--- config.mk ---
export PLATFORM = sky130hd
export DESIGN_NAME = drc_ctrl
export DESIGN_NICKNAME = d
export VERILOG_FILES = /design/src/hdl/drc_pkg.sv /design/src/hdl/drc_ctrl.sv
export SDC_FILE = /design/constraint.sdc
export NUM_CORES = 1
export LEC_CHECK = 0
export BUFFER_PORTS_ARGS = -buffer_cell sky130_fd_sc_hd__buf_4
export CAP_MARGIN = 30
export CORE_MARGIN = 3
export CORE_UTILIZATION = 50
export CTS_CLUSTER_SIZE = 24
export DETAILED_ROUTE_END_ITERATION = 10
export PLACE_DENSITY_LB_ADDON = 0.3
export SLEW_MARGIN = 0
export SYNTH_ARGS = -nofsm -noshare
export SYNTH_HDL_FRONTEND = slang
export SYNTH_SLANG_ARGS = --single-unit
--- constraint.sdc ---
create_clock -name ref_clk_i -period 2.65 [get_ports ref_clk_i]
set_input_delay 0.265 -clock ref_clk_i [delete_from_list [all_inputs] [get_ports ref_clk_i]]
set_output_delay 0.265 -clock ref_clk_i [all_outputs]
set_load 0.01 [all_outputs]
--- src/hdl/drc_pkg.sv ---
package drc_pkg;

    // Address geometry
    localparam int ADDR_W     = 14;             // Full word address
    localparam int HALF_W     = 7;              // Row or column half
    localparam int ROWS       = 128;            // Rows needing refresh

    // Clock rate and documented times
    localparam int CLK_MHZ      = 250;          // ref_clk_i rate
    localparam int REF_MS       = 2;            // Refresh period
    localparam int INIT_CYCLES  = 8;            // Wake-up strobe cycles
    localparam int STROBE_NS    = 300;          // Row strobe low time
    localparam int CAS_NS       = 180;          // Column strobe low time
    localparam int PRE_NS       = 180;          // Row strobe precharge
    localparam int RCD_NS       = 80;           // Row to column delay

    // Least times round up to whole cycles
    localparam int RAS_CYC = (STROBE_NS * CLK_MHZ + 999) / 1000;
    localparam int CAS_CYC = (CAS_NS * CLK_MHZ + 999) / 1000;
    localparam int PRE_CYC = (PRE_NS * CLK_MHZ + 999) / 1000;
    localparam int RCD_CYC = (RCD_NS * CLK_MHZ + 999) / 1000;
    // Longest interval per row rounds down
    localparam int REF_CYC = (REF_MS * CLK_MHZ * 1000) / ROWS;

    // Request from the user side
    typedef struct packed {
        logic              wr;                  // 1 write, 0 read
        logic [ADDR_W-1:0] addr;                // Word address
        logic              din;                 // Write bit
    } drc_req_t;

    // Pins toward the memory
    typedef struct packed {
        logic              ras_n;               // Row strobe
        logic              cas_n;               // Column strobe
        logic              we_n;                // Write enable
        logic [HALF_W-1:0] muxed_address_inputs; // Shared address pins
        logic              din;                 // Data in pin
    } drc_pins_t;

endpackage : drc_pkg

--- src/hdl/drc_ctrl.sv ---
`timescale 1ns/10ps
// Contract
// - 14-bit address sent as two 7-bit halves
// - Row latched on row fall, column on column fall
// - Column low kept through hidden refresh cycles; not done, the column strobe rises at every cycle end
// - All 128 rows visited every 2ms
// - Eight row-strobe cycles after power or idle; done only after reset, not after idle
// - Write enable high throughout a read
// - No cycle ends before minimum pulse widths
module drc_ctrl
#(
    parameter int REF_INTERVAL = drc_pkg::REF_CYC  // Cycles between refreshes
)
(
    input  wire logic              ref_clk_i,      // System clock
    input  wire logic              rst_i,          // Synchronous reset
    input  wire logic              req_valid_i,    // Request offered
    input  wire drc_pkg::drc_req_t req_i,          // Request contents
    output logic                   req_ready_o,    // Request taken
    output logic                   rd_valid_o,     // Read bit valid pulse
    output logic                   rd_data_o,      // Read bit
    output logic                   init_done_o,    // Wake-up cycles done
    output drc_pkg::drc_pins_t     pins_o,         // Memory strobes, address
    input  wire logic              dout_i          // Memory data out pin
);
    import drc_pkg::*;

    // Controller states
    typedef enum logic [2:0] {
        ST_IDLE,                                   // Strobes high, waiting
        ST_ROW,                                    // Row strobe low, row half out
        ST_COL,                                    // Column strobe low, column half out
        ST_HOLD,                                   // Both low until row width met
        ST_PRE                                     // Both high for precharge
    } drc_state_t;

    drc_state_t        state;                      // Current state
    drc_state_t        next_state;                 // Next state
    logic [15:0]       tmr;                        // Phase timer
    logic [15:0]       ref_cnt;                    // Refresh interval timer
    logic              ref_due;                    // Refresh owed
    logic [HALF_W-1:0] ref_row;                    // Refresh row counter
    logic [3:0]        init_cnt;                   // Wake-up cycles issued
    logic              is_ref;                     // Current cycle is refresh
    drc_req_t          cur;                        // Latched request
    logic              dout_s1;                    // Data sync stage 1
    logic              dout_s2;                    // Data sync stage 2
    logic              tmr_done;                   // Phase time met
    logic              take_req;                   // Accept user request
    logic              start_ref;                  // Begin refresh cycle
    logic              next_ras_low;               // Row strobe low next cycle
    logic              next_cas_low;               // Column strobe low next cycle
    logic              next_we_low;                // Write enable low next cycle
    logic [HALF_W-1:0] next_addr;                  // Address half for next cycle

    // Decode of what the idle state starts; refresh first
    assign tmr_done  = (tmr == 16'h0000);
    assign start_ref = (state == ST_IDLE) && (ref_due || !init_done_o);
    assign take_req  = (state == ST_IDLE) && !start_ref && req_valid_i;
    assign req_ready_o = take_req;

    // State sequencing
    always_comb
    begin
        next_state = state;
        case (state)
            ST_IDLE: if (start_ref || take_req) next_state = ST_ROW;
            // Row strobe low; refresh skips the column phase
            ST_ROW:  if (tmr_done) next_state = is_ref ? ST_PRE : ST_COL;
            ST_COL:  if (tmr_done) next_state = ST_HOLD;
            ST_HOLD: if (tmr_done) next_state = ST_PRE;
            ST_PRE:  if (tmr_done) next_state = ST_IDLE;
            default: next_state = ST_IDLE;
        endcase
    end

    // State register and phase timer
    always_ff @(posedge ref_clk_i)
    begin
        if (rst_i)
        begin
            state <= ST_IDLE;
            tmr   <= 16'h0000;
        end
        else
        begin
            state <= next_state;
            if (next_state != state)
            begin
                // Phase lengths keep the minimum strobe widths
                case (next_state)
                    ST_ROW:  tmr <= 16'(((start_ref ? RAS_CYC : RCD_CYC)) - 1);
                    ST_COL:  tmr <= 16'(CAS_CYC - 1);
                    ST_HOLD: tmr <= 16'(RAS_CYC - RCD_CYC - 1);
                    ST_PRE:  tmr <= 16'(PRE_CYC - 1);
                    default: tmr <= 16'h0000;
                endcase
            end
            else if (!tmr_done)
            begin
                tmr <= tmr - 16'h0001;
            end
        end
    end

    // Request capture and refresh bookkeeping
    always_ff @(posedge ref_clk_i)
    begin
        if (rst_i)
        begin
            cur      <= '0;
            is_ref   <= 1'b0;
            ref_cnt  <= 16'h0000;
            ref_due  <= 1'b0;
            ref_row  <= 7'h00;
            init_cnt <= 4'h0;
        end
        else
        begin
            if (take_req)
                cur <= req_i;
            if (state == ST_IDLE)
                is_ref <= start_ref;
            // One row owed every REF_INTERVAL cycles; set wins over clear
            if (ref_cnt >= 16'(REF_INTERVAL - 1))
            begin
                ref_cnt <= 16'h0000;
                ref_due <= 1'b1;
            end
            else
            begin
                ref_cnt <= ref_cnt + 16'h0001;
                if (start_ref && init_done_o)
                    ref_due <= 1'b0;
            end
            // Row counter steps after each refresh and wraps
            if (state == ST_PRE && tmr_done && is_ref)
            begin
                ref_row <= ref_row + 7'h01;
                if (!init_done_o)
                    init_cnt <= init_cnt + 4'h1;
            end
        end
    end

    assign init_done_o = (init_cnt >= 4'(INIT_CYCLES));

    // Phases that hold the row strobe low
    function automatic logic row_phase(input drc_state_t st);
        row_phase = (st == ST_ROW) || (st == ST_COL) || (st == ST_HOLD);
    endfunction : row_phase

    // Phases that hold the column strobe low
    function automatic logic col_phase(input drc_state_t st);
        col_phase = (st == ST_COL) || (st == ST_HOLD);
    endfunction : col_phase

    // Row strobe low from the row phase until precharge
    assign next_ras_low = row_phase(next_state);
    // Column strobe only for user cycles; refresh leaves the output off
    assign next_cas_low = col_phase(next_state) && !is_ref;
    // Write enable low only in a user write; a read keeps it high throughout
    assign next_we_low  = next_cas_low && cur.wr;

    // Row half loaded once on leaving idle, column half once on leaving the
    // row phase; otherwise held, so the address never moves while the column strobe is low
    assign next_addr = (state == ST_IDLE && next_state == ST_ROW)
                         ? (start_ref ? ref_row : req_i.addr[HALF_W-1:0])
                     : (state == ST_ROW && next_state == ST_COL)
                         ? cur.addr[ADDR_W-1:HALF_W]
                     : pins_o.muxed_address_inputs;

    // Pin registers; strobe and address changes land on one edge
    always_ff @(posedge ref_clk_i)
    begin
        if (rst_i)
        begin
            // Strobes high and the bus quiet through reset
            pins_o <= '{ras_n: 1'b1, cas_n: 1'b1, we_n: 1'b1,
                        muxed_address_inputs: 7'h00, din: 1'b0};
        end
        else
        begin
            pins_o.ras_n                <= !next_ras_low;
            // Column strobe rises at every cycle end; no hidden refresh is run
            pins_o.cas_n                <= !next_cas_low;
            pins_o.we_n                 <= !next_we_low;
            pins_o.muxed_address_inputs <= next_addr;
            // Only the addressed cell takes this bit
            pins_o.din                  <= cur.din;
        end
    end

    // Read data sampled while column strobe low, before release
    always_ff @(posedge ref_clk_i)
    begin
        if (rst_i)
        begin
            dout_s1    <= 1'b0;
            dout_s2    <= 1'b0;
            rd_valid_o <= 1'b0;
            rd_data_o  <= 1'b0;
        end
        else
        begin
            dout_s1    <= dout_i;
            dout_s2    <= dout_s1;
            rd_valid_o <= 1'b0;
            // One-cycle valid pulse, raised on the edge that releases the column strobe
            if (state == ST_HOLD && tmr_done && !cur.wr && !is_ref)
            begin
                rd_valid_o <= 1'b1;
                rd_data_o  <= dout_s2;
            end
        end
    end

endmodule : drc_ctrl

==> results.md <==
* Status: complete, no violations
* Iteration-0 DRC Markers at between 100 and 150
* FMAX at approximately 430 MHz
* CP arrival at between 2 and 3 ns
* CTS buffer count at 9
* Most instantiated cells after synthesis: 72 x dfxtp_1, 55 x nor2_1, 31 x nand2_1
* Synth top area cells: dfxtp_1 45%, nor2_1 6.4%, xnor2_1 4.6%
* Reg2reg end: pins_o[9]
* Initial antenna violation count at 0
* HP Start: dout_i
* CP endpoint kind: flip-flop
* Die X at 86.1 microns
* Detailed Place HPWL at 4460 microns
* Cts hold-fix bufs at 0
* Hold_ws at 0.133 ns
* Number of flops mapped to enable cells by yosys at 0
* DRT Pass-1 Iters at 4
* Via count at 2570
* Wire per inst at 13.4 microns
* CTS H-tree depth at 3
* Worst r2r src: tmr[0]
* Avg Cell Area, Syn at 8.96 sq um
* RSZ-0062 raised after global routing: no
* CP max FO at 6
* Area of the multi-input gates at 0.00165 sq mm
* Int Pwr at roughly 2.3 mW
* Sw Pwr at around 1.3 mW
* Global-route wire length before repair at 10800 microns
* Pins Over Slew Limit at 0
* Synthesized flop and latch total at 72
* Tmin final at around 2.3 ns
* Clock Path Buffers at 2
* Nets at roughly 420
* Std-Cell Core Area at between 0.006 and 0.007 sq mm
* Worst Max-Slew Pin Slew at 0.595 ns
* Combinational Power Share at 35.4%
* Distinct cells, synth at 52
* Tcrit/Tclk final at 88.0%
* FP Rows at 28
* Most numerous cell in the Yosys netlist: dfxtp_1
* Layout Utilization at 61.7%
* Inserted Diodes at 0
* Synth Instances at 358
* Reg power frac at 38.3%
* Worst R2R Setup Slack at 0.32 ns
* Critical Path Start: tmr[0]
* Worst hold path depth at 2
* GRT Residual Overflow at 0
* Lkg Pwr at between 1 and 1.5 nW
* Rel. slew slack at 60.2%
* Ratio of cells with drive above 1 in the final layout at 17.2%
* Top-area cell type share of the netlist area at 44.9%
* Max-cap violation count at 0
* # resized after CTS at 0
* Startpoint Class: flip-flop
* Clock Power Share at 26.3%
* # fillers at 526
* Seq/Total Area, Yosys at between 40% and 50%
* Final WL at 6300 microns
* VDD IR max at 0.677 mV
* Total GRT Usage at 18.2%
* Min-Delay Endpoint: dout_s1
* Pwr Total at around 3.6 mW
* Worst hold path class: in -> reg
* # clock sinks at 72
* Mapped Area at 0.00321 sq mm
* Clock root buffer: clkbuf_8
* Critical path type: reg -> reg
* Synth warn at 0
* Largest net degree at the start of global routing at 51
* Fin. Hold Viols at 0
* Post-CTS setup buffer count at 0
* Ys flop type: dfxtp_1
* Post-synth top area cell: dfxtp_1
* Worst skew pair latency at 0.34 ns
* Routability cong. at 0.796
* Starting Density at between 50% and 60%
* Power per cell area at 956 mW/mm^2
* Die area at 0.00742 sq mm
* FF-to-FF path depth at 7
* Routed Antenna Nets at 0
* CTS tree: yes
* Clock transition at the registers of the reported paths at 0.07 ns
* Buffers on Ports at 34
* Post-synth ARST share at 0%
* Sequential cell area at between 0.001 and 0.0015 sq mm
* Layout Area Growth over Synthesis at 16.5%
* DRC Markers at 0
* WP data required at 2.87 ns
* DR vias/cell at 5.46
* Die span in y at 86.1 microns
* Io pins at 35
* Switching Fraction at 35.4%
* Clock Skews at just over 0.003 ns
* # setup viols final at 0
* Final setup TNS at 0 ns
* Vias in the first global route at ~2500
==> cell families after synthesis <==
| kind of cell | count (synthesis) | share of synthesized area (%) |
|---|---|---|
| flip-flops | 72 | 44.9 |
| AND/OR/NAND/NOR | 154 | 24.6 |
| multiplexers | 13 | 4.09 |
| adder cells (fa/ha/maj) | 7 | 2.73 |
| AO/OA/AOI/OAI | 53 | 12.0 |
| XOR/XNOR | 28 | 7.64 |
| buffers and inverters | 30 | 3.90 |
| other | 1 | 0.117 |
==> per-stage QoR <==
stage	std cells	setup slack (ns)	area, sq um
2_1_floorplan	361	0.621	3220
3_3_place_gp	455	0.424	3520
3_5_place_dp	455	0.346	3520
5_1_grt	471	0.106	3740
4_1_cts	471	0.326	3740
6_report	471	0.319	3740
==> metal layers <==
layer | routed length, microns | vias up | track usage, %
li1 | - | 1312 | -
met1 | 2960 | 1208 | 22.8
met2 | 2970 | 40 | 28.6
met3 | 248 | 10 | 5.09
met4 | 123 | 0 | 9.06
met5 | 0 | - | 0
==> final cells by class <==
| type | count | share of cell area, % |
|---|---|---|
| clock buffers | 11 | 3.78 |
| clock inverters | 5 | 2.14 |
| inverters | 11 | 1.10 |
| multi-input cells | 259 | 44.3 |
| flip-flops and latches | 72 | 38.6 |
| well taps | 75 | 2.51 |
| repair buffers | 38 | 7.63 |
==> sequential cells by signal (all words and copies together) (netlist names) <==
signal      cells
is_ref          1
pins_o         11
ref_due         1
init_cnt        4
cur             9
tmr            16
dout_s1         1
rd_valid_o      1
dout_s2         1
ref_row         7
ref_cnt        16
rd_data_o       1
state           3
==> critical path: stages (launching register included) <==
cell and delay [ns]:
dfxtp_1 0.34, inv_1 0.06, ha_1 0.20, nor4b_4 0.41
and4_1 0.44, nand2_1 0.20, xnor2_1 0.18, or4_1 0.38
==> cell usage in the layout (no fill, tap or decap), drive strengths merged, types with 4 or more instances in the layout <==
cell type	n
dfxtp	72
xor2	11
xnor2	17
nor4	8
o221a	7
nor2	55
nand2	32
clkbuf	11
ha	7
nor3	11
nor2b	5
nand3	16
a21oi	11
buf	38
conb	4
mux2i	12
inv	11
nand2b	6
o21ai	6
a31oi	11
or3	6
==> worst max path at each step <==
stage	to	slack [ns]
floorplan	pins_o[9]	0.62
finish	pins_o[9]	0.32
global placement	tmr[4]	0.42
global route	tmr[4]	0.11
CTS	tmr[4]	0.33
detailed placement	tmr[4]	0.35
==> power groups by stage <==
| stage | registers, mW | clock network, mW | logic, mW |
|---|---|---|---|
| 2_1_floorplan | 1.37 | 0 | 0.966 |
| 3_3_place_gp | 1.38 | 0 | 1.23 |
| 3_5_place_dp | 1.39 | 0 | 1.26 |
| 4_1_cts | 1.37 | 0.972 | 1.26 |
| 5_1_grt | 1.38 | 1.01 | 1.40 |
| 6_report | 1.37 | 0.940 | 1.26 |
No activity file was read; power rests on OpenSTA's default activity.
